[config.mk]
export PLATFORM = sky130hd
export DESIGN_NAME = anp_regs
export DESIGN_NICKNAME = d
export VERILOG_FILES = /design/src/anp_pkg.sv /design/src/anp_regs.sv
export SDC_FILE = /design/constraint.sdc
export NUM_CORES = 1
export LEC_CHECK = 0
export BUFFER_PORTS_ARGS = -buffer_cell sky130_fd_sc_hd__buf_2
export CAP_MARGIN = 30
export CORE_MARGIN = 1.5
export CORE_UTILIZATION = 46
export DETAILED_ROUTE_END_ITERATION = 7
export GPL_TIMING_DRIVEN = 0
export HOLD_SLACK_MARGIN = 0.15
export PLACE_DENSITY = 0.79
export SLEW_MARGIN = 20
export SYNTH_ARGS = -nofsm -noshare
export SYNTH_HDL_FRONTEND = slang
export SYNTH_SLANG_ARGS = --single-unit
[constraint.sdc]
create_clock -name core_clk -period 2.3 [get_ports core_clk]
set_clock_uncertainty 0.2 [all_clocks]
set_input_delay 0.345 -clock core_clk [delete_from_list [all_inputs] [get_ports core_clk]]
set_output_delay 0.345 -clock core_clk [all_outputs]
set_load 0.1 [all_outputs]
[src/anp_pkg.sv]
package anp_pkg;
	// ==========================================
	// register word indexes (byte address = 4 * index)
	localparam logic [7:0] ANP_IDX_EXPANSION = 8'h06;
	localparam logic [7:0] ANP_IDX_TRANSMIT = 8'h07;
	localparam logic [7:0] ANP_IDX_RECEIVE = 8'h08;
	localparam logic [7:0] ANP_IDX_CONFIG = 8'h10;
	// ==========================================
	// expansion field positions
	localparam int ANP_EXP_BASE_PAGE = 5;
	localparam int ANP_EXP_PD_FAULT = 4;
	localparam int ANP_EXP_LP_NP_ABLE = 3;
	localparam int ANP_EXP_NP_ABLE = 2;
	localparam int ANP_EXP_PAGE_RX = 1;
	localparam int ANP_EXP_LP_AN_ABLE = 0;
	// ==========================================
	// code word field positions (transmit and receive), config alternate-mode bit
	localparam int ANP_CW_MORE = 15;
	localparam int ANP_CW_ACK = 14;
	localparam int ANP_CW_MSG = 13;
	localparam int ANP_CW_COMPLY = 12;
	localparam int ANP_CW_TOGGLE = 11;
	localparam int ANP_CFG_ALT_NP = 1;
	// ==========================================
	// reset values and transmit write mask
	localparam logic [15:0] ANP_TX_RESET = 16'h2001;
	localparam logic [15:0] ANP_RX_RESET = 16'h0000;
	localparam logic [15:0] ANP_TX_WMASK = 16'hBFFF;
	localparam logic ANP_CFG_ALT_RESET = 1'b0;
	localparam logic [31:0] ANP_UNMAPPED = 32'h00000000;

	// events from the negotiation engine
	typedef struct packed {
		logic base_page;
		logic pd_fault;
		logic lp_np_able;
		logic lp_an_able;
		logic page_rx;
		logic page_is_next;
		logic [15:0] page_word;
		logic mr_page_rx;
		logic transmit_disable;
		logic page_sent;
	} anp_engine_s;
endpackage

[src/anp_regs.sv]
// Contract
// - expansion bit 5 latches high on base-page variable, read only.
// - base-page indication driven only while alternate next-page mode enabled.
// - parallel detection fault bit 4 latches until software reads it.
// - bit 3 reports partner next-page ability, read only.
// - bit 2 always reads one.
// - page-received bit 1 sets when a new page arrives, on the same edge that a next page is loaded.
// - reading expansion clears page-received; outside alternate mode it otherwise stays latched.
// - in alternate mode, mr_page_rx false or transmit_disable true clears page-received.
// - bit 0 reports partner auto-negotiation ability, read only.
// - transmit bit 15 is sent as more-pages flag.
// - transmit bit 12 is sent as the comply flag.
// - outgoing toggle is inverse of previous sent toggle, resets zero.
// - receive bit 15 captures partner more-pages flag.
// - receive bit 14 captures partner acknowledge.
// - receive bit 13 captures partner message-page flag.
// - receive bit 12 captures partner comply flag.
// - receive bit 11 captures partner toggle.
// - config bit 1 enables alternate mode, writable, resets zero.
module anp_regs
	import anp_pkg::*;
(
	// clock and reset
	input wire logic core_clk,
	input wire logic sys_rst,
	// avalon-mm slave
	input wire logic [7:0] avs_address,
	input wire logic avs_read,
	input wire logic avs_write,
	input wire logic [31:0] avs_writedata,
	input wire logic [3:0] avs_byteenable,
	output logic [31:0] avs_readdata,
	output logic avs_waitrequest,
	// negotiation engine
	input anp_pkg::anp_engine_s eng,
	output logic [15:0] tx_word,
	output logic alt_next_page_mode
);
	import anp_pkg::*;

	logic [15:0] tx_reg;
	logic [15:0] rx_reg;
	logic toggle_reg;
	logic alt_reg;
	logic base_reg;
	logic pdf_reg;
	logic prx_reg;
	logic ack_reg;
	logic [31:0] rdata_reg;
	logic [15:0] exp_view;
	logic rd_exp;
	logic [15:0] wmask;

	// ==========================================
	// bus slave: one wait cycle, answered on the second edge
	assign avs_waitrequest = (avs_read | avs_write) & ~ack_reg;
	assign avs_readdata = rdata_reg;

	function automatic logic [15:0] lane_mask(input logic [3:0] be);
		lane_mask = {{8{be[1]}}, {8{be[0]}}};
	endfunction

	assign wmask = lane_mask(avs_byteenable);

	always_ff @(posedge core_clk)
	begin
		if (sys_rst)
			ack_reg <= 1'b0;
		else
			ack_reg <= (avs_read | avs_write) & ~ack_reg;
	end

	// read fires only on the completing edge so a stalled read clears nothing early
	assign rd_exp = avs_read & ack_reg & (avs_address == ANP_IDX_EXPANSION);

	always_comb
	begin
		exp_view = 16'h0000;
		exp_view[ANP_EXP_BASE_PAGE] = base_reg & alt_reg;
		exp_view[ANP_EXP_PD_FAULT] = pdf_reg;
		exp_view[ANP_EXP_LP_NP_ABLE] = eng.lp_np_able;
		exp_view[ANP_EXP_NP_ABLE] = 1'b1;
		exp_view[ANP_EXP_PAGE_RX] = prx_reg;
		exp_view[ANP_EXP_LP_AN_ABLE] = eng.lp_an_able;
	end

	always_ff @(posedge core_clk)
	begin
		if (sys_rst)
			rdata_reg <= ANP_UNMAPPED;
		else if (avs_read & ~ack_reg)
		begin
			case (avs_address)
				ANP_IDX_EXPANSION: rdata_reg <= {16'h0000, exp_view};
				ANP_IDX_TRANSMIT: rdata_reg <= {16'h0000, tx_reg[15:12], toggle_reg, tx_reg[10:0]};
				ANP_IDX_RECEIVE: rdata_reg <= {16'h0000, rx_reg};
				ANP_IDX_CONFIG: rdata_reg <= {30'h0, alt_reg, 1'b0};
				default: rdata_reg <= ANP_UNMAPPED;
			endcase
		end
	end

	// ==========================================
	// configuration
	always_ff @(posedge core_clk)
	begin
		if (sys_rst)
			alt_reg <= ANP_CFG_ALT_RESET;
		else if (avs_write & ack_reg & (avs_address == ANP_IDX_CONFIG) & avs_byteenable[0])
			alt_reg <= avs_writedata[ANP_CFG_ALT_NP];
	end
	assign alt_next_page_mode = alt_reg;

	// ==========================================
	// latching flags; a new event wins over the read clear
	always_ff @(posedge core_clk)
	begin
		if (sys_rst)
			base_reg <= 1'b0;
		else if (eng.base_page)
			base_reg <= 1'b1;
		else if (rd_exp)
			base_reg <= 1'b0;
	end

	always_ff @(posedge core_clk)
	begin
		if (sys_rst)
			pdf_reg <= 1'b0;
		else if (eng.pd_fault)
			pdf_reg <= 1'b1;
		else if (rd_exp)
			pdf_reg <= 1'b0;
	end

	always_ff @(posedge core_clk)
	begin
		if (sys_rst)
			prx_reg <= 1'b0;
		else if (eng.page_rx)
			prx_reg <= 1'b1;
		else if (rd_exp)
			prx_reg <= 1'b0;
		else if (alt_reg & (~eng.mr_page_rx | eng.transmit_disable))
			prx_reg <= 1'b0;
	end

	// ==========================================
	// transmit code word
	always_ff @(posedge core_clk)
	begin
		if (sys_rst)
			tx_reg <= ANP_TX_RESET;
		else if (avs_write & ack_reg & (avs_address == ANP_IDX_TRANSMIT))
			tx_reg <= (tx_reg & ~(wmask & ANP_TX_WMASK)) | (avs_writedata[15:0] & wmask & ANP_TX_WMASK);
	end

	// toggle is owned by hardware so software cannot break the alternation
	always_ff @(posedge core_clk)
	begin
		if (sys_rst)
			toggle_reg <= 1'b0;
		else if (eng.page_sent)
			toggle_reg <= ~toggle_reg;
	end

	always_ff @(posedge core_clk)
	begin
		if (sys_rst)
			tx_word <= ANP_TX_RESET;
		else
			tx_word <= {tx_reg[ANP_CW_MORE], 1'b0, tx_reg[ANP_CW_MSG], tx_reg[ANP_CW_COMPLY], toggle_reg, tx_reg[10:0]};
	end

	// ==========================================
	// receive code word, base pages are held elsewhere
	always_ff @(posedge core_clk)
	begin
		if (sys_rst)
			rx_reg <= ANP_RX_RESET;
		else if (eng.page_rx & eng.page_is_next)
			rx_reg <= eng.page_word;
	end

	// ==========================================
	// checks
	page_flag_a: assert property (@(posedge core_clk) disable iff (sys_rst)
		eng.page_rx |=> prx_reg) else $error("page flag not set");
	read_clear_a: assert property (@(posedge core_clk) disable iff (sys_rst)
		rd_exp & ~eng.page_rx |=> ~prx_reg) else $error("page flag not cleared by read");
	alt_clear_a: assert property (@(posedge core_clk) disable iff (sys_rst)
		alt_reg & ~eng.page_rx & eng.transmit_disable |=> ~prx_reg) else $error("alt clear missed");
	fault_hold_a: assert property (@(posedge core_clk) disable iff (sys_rst)
		pdf_reg & ~rd_exp |=> pdf_reg) else $error("fault flag dropped");
	np_able_a: assert property (@(posedge core_clk) disable iff (sys_rst)
		avs_read & ~ack_reg & avs_address == ANP_IDX_EXPANSION |=> rdata_reg[ANP_EXP_NP_ABLE])
		else $error("next page able not one");
	toggle_flip_a: assert property (@(posedge core_clk) disable iff (sys_rst)
		eng.page_sent |=> toggle_reg != $past(toggle_reg)) else $error("toggle not inverted");
	rx_capture_a: assert property (@(posedge core_clk) disable iff (sys_rst)
		eng.page_rx & eng.page_is_next |=> rx_reg == $past(eng.page_word)) else $error("page not captured");
	reserved_tx_a: assert property (@(posedge core_clk) disable iff (sys_rst)
		tx_word[ANP_CW_ACK] == 1'b0) else $error("reserved bit set");
	base_gate_a: assert property (@(posedge core_clk) disable iff (sys_rst)
		~alt_reg |-> ~exp_view[ANP_EXP_BASE_PAGE]) else $error("base page shown without alt mode");
	wait_one_a: assert property (@(posedge core_clk) disable iff (sys_rst)
		$rose(avs_read) |-> avs_waitrequest ##1 ~avs_waitrequest) else $error("bus timing wrong");

	// ==========================================
	// outgoing code word follows the transmit register and the hardware toggle one cycle later
	more_sent_a: assert property (@(posedge core_clk) disable iff (sys_rst)
		tx_word[ANP_CW_MORE] == $past(tx_reg[ANP_CW_MORE]))
		else $error("more pages bit not sent");

	msg_sent_a: assert property (@(posedge core_clk) disable iff (sys_rst)
		tx_word[ANP_CW_MSG] == $past(tx_reg[ANP_CW_MSG]))
		else $error("message page bit not sent");

	comply_sent_a: assert property (@(posedge core_clk) disable iff (sys_rst)
		tx_word[ANP_CW_COMPLY] == $past(tx_reg[ANP_CW_COMPLY]))
		else $error("comply bit not sent");

	toggle_sent_a: assert property (@(posedge core_clk) disable iff (sys_rst)
		tx_word[ANP_CW_TOGGLE] == $past(toggle_reg))
		else $error("toggle bit not sent");

	code_sent_a: assert property (@(posedge core_clk) disable iff (sys_rst)
		tx_word[10:0] == $past(tx_reg[10:0]))
		else $error("code field not sent");

	toggle_hold_a: assert property (@(posedge core_clk) disable iff (sys_rst)
		~eng.page_sent |=> $stable(toggle_reg))
		else $error("toggle moved without a page");

	tx_reserved_a: assert property (@(posedge core_clk) disable iff (sys_rst)
		tx_reg[ANP_CW_ACK] == 1'b0)
		else $error("reserved transmit bit stored");

	tx_hold_a: assert property (@(posedge core_clk) disable iff (sys_rst)
		~(avs_write & ack_reg & (avs_address == ANP_IDX_TRANSMIT)) |=> $stable(tx_reg))
		else $error("transmit changed without a write");

	tx_comply_write_a: assert property (@(posedge core_clk) disable iff (sys_rst)
		avs_write & ack_reg & (avs_address == ANP_IDX_TRANSMIT) & avs_byteenable[1]
		|=> tx_reg[ANP_CW_COMPLY] == $past(avs_writedata[ANP_CW_COMPLY]))
		else $error("comply bit not written");

	tx_low_write_a: assert property (@(posedge core_clk) disable iff (sys_rst)
		avs_write & ack_reg & (avs_address == ANP_IDX_TRANSMIT) & avs_byteenable[0]
		|=> tx_reg[7:0] == $past(avs_writedata[7:0]))
		else $error("low code byte not written");

	// ==========================================
	// receive capture
	rx_hold_a: assert property (@(posedge core_clk) disable iff (sys_rst)
		~(eng.page_rx & eng.page_is_next) |=> $stable(rx_reg))
		else $error("receive changed without a next page");

	rx_more_bit_a: assert property (@(posedge core_clk) disable iff (sys_rst)
		eng.page_rx & eng.page_is_next |=> rx_reg[ANP_CW_MORE] == $past(eng.page_word[ANP_CW_MORE]))
		else $error("partner more bit lost");

	rx_ack_bit_a: assert property (@(posedge core_clk) disable iff (sys_rst)
		eng.page_rx & eng.page_is_next |=> rx_reg[ANP_CW_ACK] == $past(eng.page_word[ANP_CW_ACK]))
		else $error("partner acknowledge lost");

	rx_toggle_bit_a: assert property (@(posedge core_clk) disable iff (sys_rst)
		eng.page_rx & eng.page_is_next |=> rx_reg[ANP_CW_TOGGLE] == $past(eng.page_word[ANP_CW_TOGGLE]))
		else $error("partner toggle lost");

	// ==========================================
	// latching flags
	base_set_a: assert property (@(posedge core_clk) disable iff (sys_rst)
		eng.base_page |=> base_reg)
		else $error("base page flag not set");

	base_hold_a: assert property (@(posedge core_clk) disable iff (sys_rst)
		base_reg & ~rd_exp |=> base_reg)
		else $error("base page flag dropped");

	fault_set_a: assert property (@(posedge core_clk) disable iff (sys_rst)
		eng.pd_fault |=> pdf_reg)
		else $error("fault flag not set");

	fault_clear_a: assert property (@(posedge core_clk) disable iff (sys_rst)
		rd_exp & ~eng.pd_fault |=> ~pdf_reg)
		else $error("fault flag not cleared by read");

	prx_hold_a: assert property (@(posedge core_clk) disable iff (sys_rst)
		prx_reg & ~rd_exp & ~(alt_reg & (~eng.mr_page_rx | eng.transmit_disable)) |=> prx_reg)
		else $error("page flag dropped");

	alt_mr_clear_a: assert property (@(posedge core_clk) disable iff (sys_rst)
		alt_reg & ~eng.page_rx & ~eng.mr_page_rx |=> ~prx_reg)
		else $error("page flag kept with page rx false");

	no_alt_keep_a: assert property (@(posedge core_clk) disable iff (sys_rst)
		~alt_reg & prx_reg & ~rd_exp |=> prx_reg)
		else $error("page flag cleared outside alternate mode");

	// ==========================================
	// expansion view
	lp_np_view_a: assert property (@(posedge core_clk) disable iff (sys_rst)
		exp_view[ANP_EXP_LP_NP_ABLE] == eng.lp_np_able)
		else $error("partner next page ability wrong");

	lp_an_view_a: assert property (@(posedge core_clk) disable iff (sys_rst)
		exp_view[ANP_EXP_LP_AN_ABLE] == eng.lp_an_able)
		else $error("partner negotiation ability wrong");

	np_view_a: assert property (@(posedge core_clk) disable iff (sys_rst)
		exp_view[ANP_EXP_NP_ABLE])
		else $error("local next page ability not one");

	base_view_a: assert property (@(posedge core_clk) disable iff (sys_rst)
		alt_reg |-> exp_view[ANP_EXP_BASE_PAGE] == base_reg)
		else $error("base page flag hidden in alternate mode");

	fault_view_a: assert property (@(posedge core_clk) disable iff (sys_rst)
		exp_view[ANP_EXP_PD_FAULT] == pdf_reg)
		else $error("fault view wrong");

	prx_view_a: assert property (@(posedge core_clk) disable iff (sys_rst)
		exp_view[ANP_EXP_PAGE_RX] == prx_reg)
		else $error("page flag view wrong");

	exp_upper_a: assert property (@(posedge core_clk) disable iff (sys_rst)
		exp_view[15:6] == 10'h000)
		else $error("reserved expansion bits set");

	// ==========================================
	// configuration
	alt_write_a: assert property (@(posedge core_clk) disable iff (sys_rst)
		avs_write & ack_reg & (avs_address == ANP_IDX_CONFIG) & avs_byteenable[0]
		|=> alt_reg == $past(avs_writedata[ANP_CFG_ALT_NP]))
		else $error("alternate mode not written");

	alt_hold_a: assert property (@(posedge core_clk) disable iff (sys_rst)
		~(avs_write & ack_reg & (avs_address == ANP_IDX_CONFIG)) |=> $stable(alt_reg))
		else $error("alternate mode changed without a write");

	alt_out_a: assert property (@(posedge core_clk) disable iff (sys_rst)
		alt_next_page_mode == alt_reg)
		else $error("alternate mode output wrong");

	// ==========================================
	// bus handshake and read data
	wait_write_a: assert property (@(posedge core_clk) disable iff (sys_rst)
		$rose(avs_write) |-> avs_waitrequest ##1 ~avs_waitrequest)
		else $error("write timing wrong");

	idle_wait_a: assert property (@(posedge core_clk) disable iff (sys_rst)
		~avs_read & ~avs_write |-> ~avs_waitrequest)
		else $error("wait raised while idle");

	ack_pulse_a: assert property (@(posedge core_clk) disable iff (sys_rst)
		ack_reg |=> ~ack_reg)
		else $error("acknowledge longer than one cycle");

	rdata_upper_a: assert property (@(posedge core_clk) disable iff (sys_rst)
		avs_readdata[31:16] == 16'h0000)
		else $error("upper read lanes not zero");

	rdata_hold_a: assert property (@(posedge core_clk) disable iff (sys_rst)
		~(avs_read & ~ack_reg) |=> $stable(avs_readdata))
		else $error("read data moved between reads");

	rx_read_a: assert property (@(posedge core_clk) disable iff (sys_rst)
		avs_read & ~ack_reg & (avs_address == ANP_IDX_RECEIVE) |=> avs_readdata[15:0] == $past(rx_reg))
		else $error("receive read wrong");

	tx_read_a: assert property (@(posedge core_clk) disable iff (sys_rst)
		avs_read & ~ack_reg & (avs_address == ANP_IDX_TRANSMIT)
		|=> avs_readdata[ANP_CW_TOGGLE] == $past(toggle_reg))
		else $error("toggle read wrong");

	unmapped_read_a: assert property (@(posedge core_clk) disable iff (sys_rst)
		avs_read & ~ack_reg & (avs_address != ANP_IDX_EXPANSION) & (avs_address != ANP_IDX_TRANSMIT)
		& (avs_address != ANP_IDX_RECEIVE) & (avs_address != ANP_IDX_CONFIG) |=> avs_readdata == ANP_UNMAPPED)
		else $error("unmapped read not zero");
endmodule

Word level (Yosys, flattened, before mapping) --
Cells that the tools add are included.
Word-level totals: bits in registers 86, bits of input ports 73
Cells by class: equality and inequality tests 4, muxes and demuxes 7, bitwise logic cells 20, reduce and logical (&&, ||, !) cells 3
Operators with widths (number):
- $pmux 16 s4 | 1
- $and 16x16->16 | 2
- $eq 8x3->1 const B | 2
- $not 16->16 | 1
- $or 16x16->16 | 1
- $and 1x1->1 | 11
- $eq 8x4->1 const B | 1
- $eq 8x5->1 const B | 1
- $mux 1 | 6
- $reduce_bool 2->1 | 2
- $not 1->1 | 3
- $reduce_bool 3->1 | 1
- $or 1x1->1 | 2

Longest topological paths before layout --
Gate-level depths: netlist of the first run.
depth after elaboration 6, depth in mapped cells 6

Worst setup path after synthesis of the first run --
No wires, ideal clock.
path kind input -> output, start in avs_write, end out avs_waitrequest, data arrival time 1.641 ns, path slack 0.114 ns, cell stages on the path 2, cells stage by stage nor2_1 nor2_1
Between the ends: longest elaborated chain between the ends 2
RTL lines:
- from (decl) | line anp_regs.sv:29 | input wire logic avs_write,
- $or 1x1->1 | line anp_regs.sv:56 | assign avs_waitrequest = (avs_read | avs_write) & ~ack_reg;
- $and 1x1->1 | line anp_regs.sv:56
- to (decl) | line anp_regs.sv:33 | output logic avs_waitrequest,
Every way passes these cells.

Final worst setup path of the first run --
Ends and elaborated chain as after synthesis.

==> metrics.md, run 1 <==
| Metric | Value |
|---|---|
| Status | finished clean |
| Gpl congestion | 0.826 |
| Most frequent cell after synthesis | dfxtp_1 |
| Setup tns final | 0 ns |
| FF+latch area | 1340 sq um |
| R2R cell count | 5 |
| Post-CTS sizing | 0 |
| Initial antenna violation count | 0 |
| Share of cells above drive strength 1 | 27.5% |
| Post-DP HPWL | 4.76 mm |
| Part of the cycle the worst path needs | 90.1% |
| CTS Buf Count | 9 |
| Deepest clock path buffer count | 2 |
| Dpl cells | 470 |
| TritonCTS clock tree | done |
| Max-Cap Viols | 0 |
| Final cell count without fillers | 523 |
| Async SR Flop Fraction | 0% |
| DIE AREA | 6230 sq um |
| Top cells by area, synth | dfxtp_1 (51%), nand2_1 (7.4%), mux2i_1 (6.0%), a21oi_1 (4.9%), buf_4 (4.8%) |
| YS warnings | 0 |
| CTS root buf | clkbuf_8 |
| Max Slew Vio Count | 0 |
| Crit path arrival time | 1.53 ns |
| Number of global-route vias before repair | 2333 |
| Initial DRC count | 145 |
| Via-to-Cell Ratio | 4.89 |
| CP cell instances | dlygate4sd3_1 -> buf_2 -> nor2_1 -> nor2_1 -> buf_2 |
| Cell accounting for the most synthesized area | dfxtp_1 |
| Std-Cell Rows | 27 |
| FF-to-FF setup slack | 0.47 ns |
| Final Net Count | 519 |
| Core ar. | 5540 sq um |
| Multi-input logic area | 1160 sq um |
| Critical Path RT | 1.75 ns |
| Max stage delay on crit path | 0.52 ns |
| Largest net degree at the start of global routing | 14 |
| Crit path max-delay family | buffers and inverters |
| First element of the critical path | avs_write |
| Die width | 79.0 microns |
| Global-route wire length before repair | 10.6 mm |
| Area share of the largest cell type after synthesis | 50.5% |
| Flop and latch count out of synthesis | 67 |
| Antenna cells | 0 |
| Stages on the worst setup path | 5 |
| Num Clock Sinks | 67 |
| Synth Flop Type | dfxtp_1 |
| Final Hold Vio Count | 0 |
| Fin area | 3800 sq um |
| Final worst path period need | 2.07 ns |
| CTS clk-pin slew, worst paths | 0.07 ns |
| P_leak | 1.64 nW |
| Remaining global-route overflow | 0 |
| WP buf/inv | 3 |
| Io pins | 123 |
| Distinct cells, synth | 35 |
| EDFF count, synth | 0 |
| # H-tree levels | 3 |
| Worst-Skew Late Latency | 0.36 ns |
| Netlist Area Pre-Place | 2650 sq um |
| Initial Util | 47.9% |
| Critical path class | input port to output pin |
| Routed Antenna Nets | 0 |
| TritonRoute pass-1 iters | 4 |
| Hold WC Path Type | input port to flip-flop |
| VDD IR max | 370 uV |
| Layout fillers | 440 |
| Startpoint types | input port |
| Routed len/inst | 13.2 microns |
| RSZ-0062 raised after global routing | no |
| Die H | 79.0 microns |
| DR vias | 2556 |
| Detailed Route WL | 6.88 mm |
| Worst Path Max Fanout | 3 |
| Post-synth top cells | dfxtp_1 (67), nand2_1 (52), a21oi_1 (26), nor2_1 (26), buf_4 (17) |
| P&R area growth vs syn | 43.2% |
| CP max-delay cell | dlygate4sd3_1 |
| RR Startpoint | ack_reg |
| Syn_area_per_cell | 8.88 sq um |
| Fin util | 68.6% |
| Port buffer count | 83 |
| Reg-to-reg endpoint | avs_readdata[11] |
| CP endpoint kind | output pin |
| Cells after Synth | 299 |
| Pwr per Cell Area | 678 nW/um^2 |
| Slew HR | 61.8% |
| Fmax achieved | 0.483 GHz |
| Share of the yosys chip area belonging to registers | 50.5% |
| DP Area | 3220 sq um |
| Gr usage total | 22.5% |
| Worst slew pin tran | 0.573 ns |
| End of the critical path | avs_waitrequest |
| Drt drc | 0 |
| Setup violations, final | 0 |
-- logic make-up (layout without fill, tap and decap cells) --
group / after synthesis / in the layout / synth area share (%)
AND/OR/NAND/NOR: 118 / 118 / 21.7
flip-flops: 67 / 67 / 50.5
AO/OA/AOI/OAI: 60 / 60 / 13.0
buffers and inverters: 35 / 171 / 7.92
multiplexers: 16 / 16 / 6.03
XOR/XNOR: 2 / 2 / 0.660
other: 1 / 17 / 0.141
-- how the worst min path moves through the flow --
stage | start | endpoint | cells after the start
finish | sys_rst | tx_word[3] | 2
global route | avs_read | avs_readdata[14] | 4
CTS | avs_read | avs_readdata[14] | 4
detailed placement | avs_readdata[6] | avs_readdata[6] | 2
global placement | avs_readdata[15] | avs_readdata[15] | 2
floorplan | flip-flop | tx_word[2] | 2
-- area by class of cell --
type	instances	area share, %
plain buffers	32	5.24
clock buffers	10	3.62
clock inverters	6	1.91
inverters	3	0.296
multi-input cells	213	30.6
flip-flops and latches	67	35.3
well taps	72	2.37
repair buffers	120	20.7
-- per-stage QoR --
step           hold slack, ns  total power, mW  setup slack [ns]
3_5_place_dp            0.240             1.54           -0.0855
5_1_grt                 0.186             2.66             0.141
2_1_floorplan           0.230             1.46             0.114
6_report                0.182             2.57             0.228
3_3_place_gp            0.231             1.53           -0.0707
4_1_cts                 0.158             2.58             0.226
-- cell usage in the layout (no fill, tap or decap), types with 2 or more instances in the layout --
| master | Yosys | final |
|---|---|---|
| mux2i_1 | 16 | 16 |
| inv_6 | 0 | 2 |
| clkinv_4 | 0 | 2 |
| nand3b_1 | 3 | 3 |
| clkbuf_8 | 0 | 10 |
| a211o_1 | 2 | 2 |
| nor4_1 | 2 | 2 |
| clkbuf_1 | 12 | 12 |
| buf_6 | 2 | 2 |
| nand2_1 | 52 | 52 |
| nor3_4 | 2 | 2 |
| nor2_1 | 26 | 26 |
| nand3_1 | 2 | 2 |
| conb_1 | 1 | 17 |
| or4_4 | 2 | 2 |
| buf_2 | 0 | 83 |
| dfxtp_1 | 67 | 67 |
| nor2b_1 | 15 | 15 |
| xnor2_1 | 2 | 2 |
| buf_4 | 17 | 17 |
| a21oi_1 | 26 | 26 |
| nor3_1 | 3 | 3 |
| and2_1 | 2 | 2 |
| o21ai_0 | 16 | 16 |
| dlygate4sd3_1 | 0 | 37 |
| inv_1 | 3 | 3 |
| or2_2 | 2 | 2 |
| or3_1 | 2 | 2 |
| a22oi_1 | 11 | 11 |
-- per-layer routing --
layer	GRT usage [%]	part of all wire, %	wire length [microns]	up-vias
li1	-	-	-	1270
met1	26.0	41	2810	1164
met2	37.6	49	3390	100
met3	4.37	6.0	410	22
met4	15.1	4.0	272	0
met5	0	0	0	-
-- what timing repair did --
item / CTS / global route
hold buffers: 37 / 0
setup buffers: 0 / 0
hold endpoints to repair: 37 / 0
-- where the power goes --
group / switching (mW) / leakage (nW) / internal [mW] / total (mW)
Clock: 0.472 / 0.103 / 0.541 / 1.01
Sequential: 0.0153 / 0.543 / 1.18 / 1.20
Combinational: 0.241 / 0.994 / 0.126 / 0.367
Total: 0.728 / 1.64 / 1.85 / 2.57
(Power assumes the default switching activity.)
==> run 2: changes to the inputs <==
--- a/config.mk
+++ b/config.mk
@@ -5,14 +5,15 @@
 export SDC_FILE = /design/constraint.sdc
 export NUM_CORES = 1
 export LEC_CHECK = 0
-export BUFFER_PORTS_ARGS = -buffer_cell sky130_fd_sc_hd__buf_2
 export CAP_MARGIN = 30
+export CORE_ASPECT_RATIO = 0.7
 export CORE_MARGIN = 1.5
-export CORE_UTILIZATION = 46
+export CORE_UTILIZATION = 62
 export DETAILED_ROUTE_END_ITERATION = 7
+export DONT_BUFFER_PORTS = 1
 export GPL_TIMING_DRIVEN = 0
 export HOLD_SLACK_MARGIN = 0.15
-export PLACE_DENSITY = 0.79
+export PLACE_DENSITY = 0.78
 export SLEW_MARGIN = 20
 export SYNTH_ARGS = -nofsm -noshare
 export SYNTH_HDL_FRONTEND = slang
==> metrics.md, run 2 (synthesis results as in run 1) <==
| Metric | Value |
|---|---|
| Status | finished clean |
| Layout fillers | 219 |
| Final Hold Vio Count | 0 |
| VDD IR max | 654 uV |
| CTS Buf Count | 9 |
| Startpoint types | input port |
| Worst Path Max Fanout | 10 |
| Antenna cells | 0 |
| CTS clk-pin slew, worst paths | 0.07 ns |
| Global-route wire length before repair | 10.7 mm |
| CP cell instances | dlygate4sd3_1 -> nor2b_1 -> nor2_1 -> clkbuf_1 -> nand2_1 -> o21ai_0 |
| Core ar. | 4020 sq um |
| Port buffer count | 0 |
| Initial Util | 66.1% |
| Routed Antenna Nets | 0 |
| Hold WC Path Type | input port to flip-flop |
| # H-tree levels | 3 |
| Slew HR | 32.6% |
| Critical path class | input port to flip-flop |
| Gpl congestion | 0.809 |
| TritonCTS clock tree | done |
| Fin util | 85.9% |
| Via-to-Cell Ratio | 5.48 |
| DR vias | 2352 |
| DP Area | 2800 sq um |
| Detailed Route WL | 7.09 mm |
| P&R area growth vs syn | 30.0% |
| Final Net Count | 445 |
| Final worst path period need | 2.14 ns |
| Io pins | 123 |
| Post-Place Setup Slack | 0.0311 ns |
| Commonest non-fill, non-tap cell in the layout | dfxtp_1 |
| DIE AREA | 4690 sq um |
| P_leak | 1.32 nW |
| CP max-delay cell | dlygate4sd3_1 |
| RSZ-0062 raised after global routing | no |
| Commonest cells after routing, fill and taps aside | dfxtp_1 (67), nand2_1 (52), dlygate4sd3_1 (43) |
| Post-DP HPWL | 4.33 mm |
| Gr usage total | 31.6% |
| Die width | 81.2 microns |
| Deepest clock path buffer count | 2 |
| Max Slew Vio Count | 0 |
| Initial antenna violation count | 0 |
| Routed len/inst | 16.5 microns |
| Max-Cap Viols | 0 |
| Worst slew pin tran | 1.01 ns |
| Max stage delay on crit path | 0.58 ns |
| CTS root buf | clkbuf_8 |
| Std-Cell Rows | 19 |
| Die H | 57.7 microns |
| TritonRoute pass-1 iters | 5 |
| Crit path arrival time | 2.20 ns |
| Total Power | 2.47 mW |
| CP endpoint kind | flip-flop |
| Number of global-route vias before repair | 2189 |
| Pwr per Cell Area | 716 nW/um^2 |
| Worst setup margin | 0.158 ns |
| Largest net degree at the start of global routing | 13 |
| Setup tns final | 0 ns |
| Critical Path RT | 2.36 ns |
| # Post-CTS Setup Buffers | 0 |
| Remaining global-route overflow | 0 |
| Initial DRC count | 133 |
| Share of cells above drive strength 1 | 11.9% |
| Num Clock Sinks | 67 |
| Part of the cycle the worst path needs | 93.1% |
| Drt drc | 0 |
| Fmax achieved | 0.467 GHz |
| Fin area | 3450 sq um |
| Worst-Skew Late Latency | 0.34 ns |
| Setup violations, final | 0 |
run 2: cell count changes in the layout (fill, tap and decap cells not counted), moves of 2 or more:
cell           before  now
dlygate4sd3_1      37   43
clkinv_2            0    3
buf_2              83    0
inv_6               2    0
run 2: final cells by class:
type	instances	area, sq um	area share (%)
sequential	67	1340	38.9
multi-input combinational	213	1160	33.8
timing repair buffer	46	475	13.8
buffer	32	199	5.77
clock buffer	9	124	3.59
clock inverter	7	68.8	1.99
tap	52	65.1	1.89
inverter	3	11.3	0.326
run 2: what timing repair did:
item | CTS | global route
resized for setup | 0 | 0
endpoints found under the hold margin | 37 | 0
hold buffers | 43 | 0
run 2: worst max-delay path: cells and delay by family:
family	cells	cell delay, ns
compound gates	1	0.13
buf+inv	2	1.00
simple gates	3	0.73
run 2: routing by layer:
metal  GRT usage, %  routed length [microns]  up-vias
li1               -                        -     1124
met1           38.5                     2910     1085
met2           52.7                     3430      130
met3           11.3                      669       13
met4           9.11                       70        0
met5              0                        0        -
run 2: worst paths after layout:
check | slack, ns | cells past startpoint | end | from
worst min register to register | 0.26 | 2 | rx_reg[9] | rx_reg[9]
worst max register to register | 0.36 | 5 | avs_readdata[6] | ack_reg
worst max-delay path | 0.16 | 6 | avs_readdata[6] | avs_read
worst min-delay path | 0.17 | 3 | rx_reg[3] | eng[19]
run 2: power by group:
group	total [mW]	internal, mW	switching [mW]
clock	0.934	0.495	0.438
combinational	0.330	0.107	0.224
sequential	1.21	1.18	0.0251
total	2.47	1.78	0.687
run 2: through the flow:
step / hold slack (ns) / std cells
2_1_floorplan: 0.230 / 315
5_1_grt: 0.178 / 429
4_1_cts: 0.157 / 427
3_3_place_gp: 0.247 / 367
6_report: 0.168 / 429
3_5_place_dp: 0.251 / 368
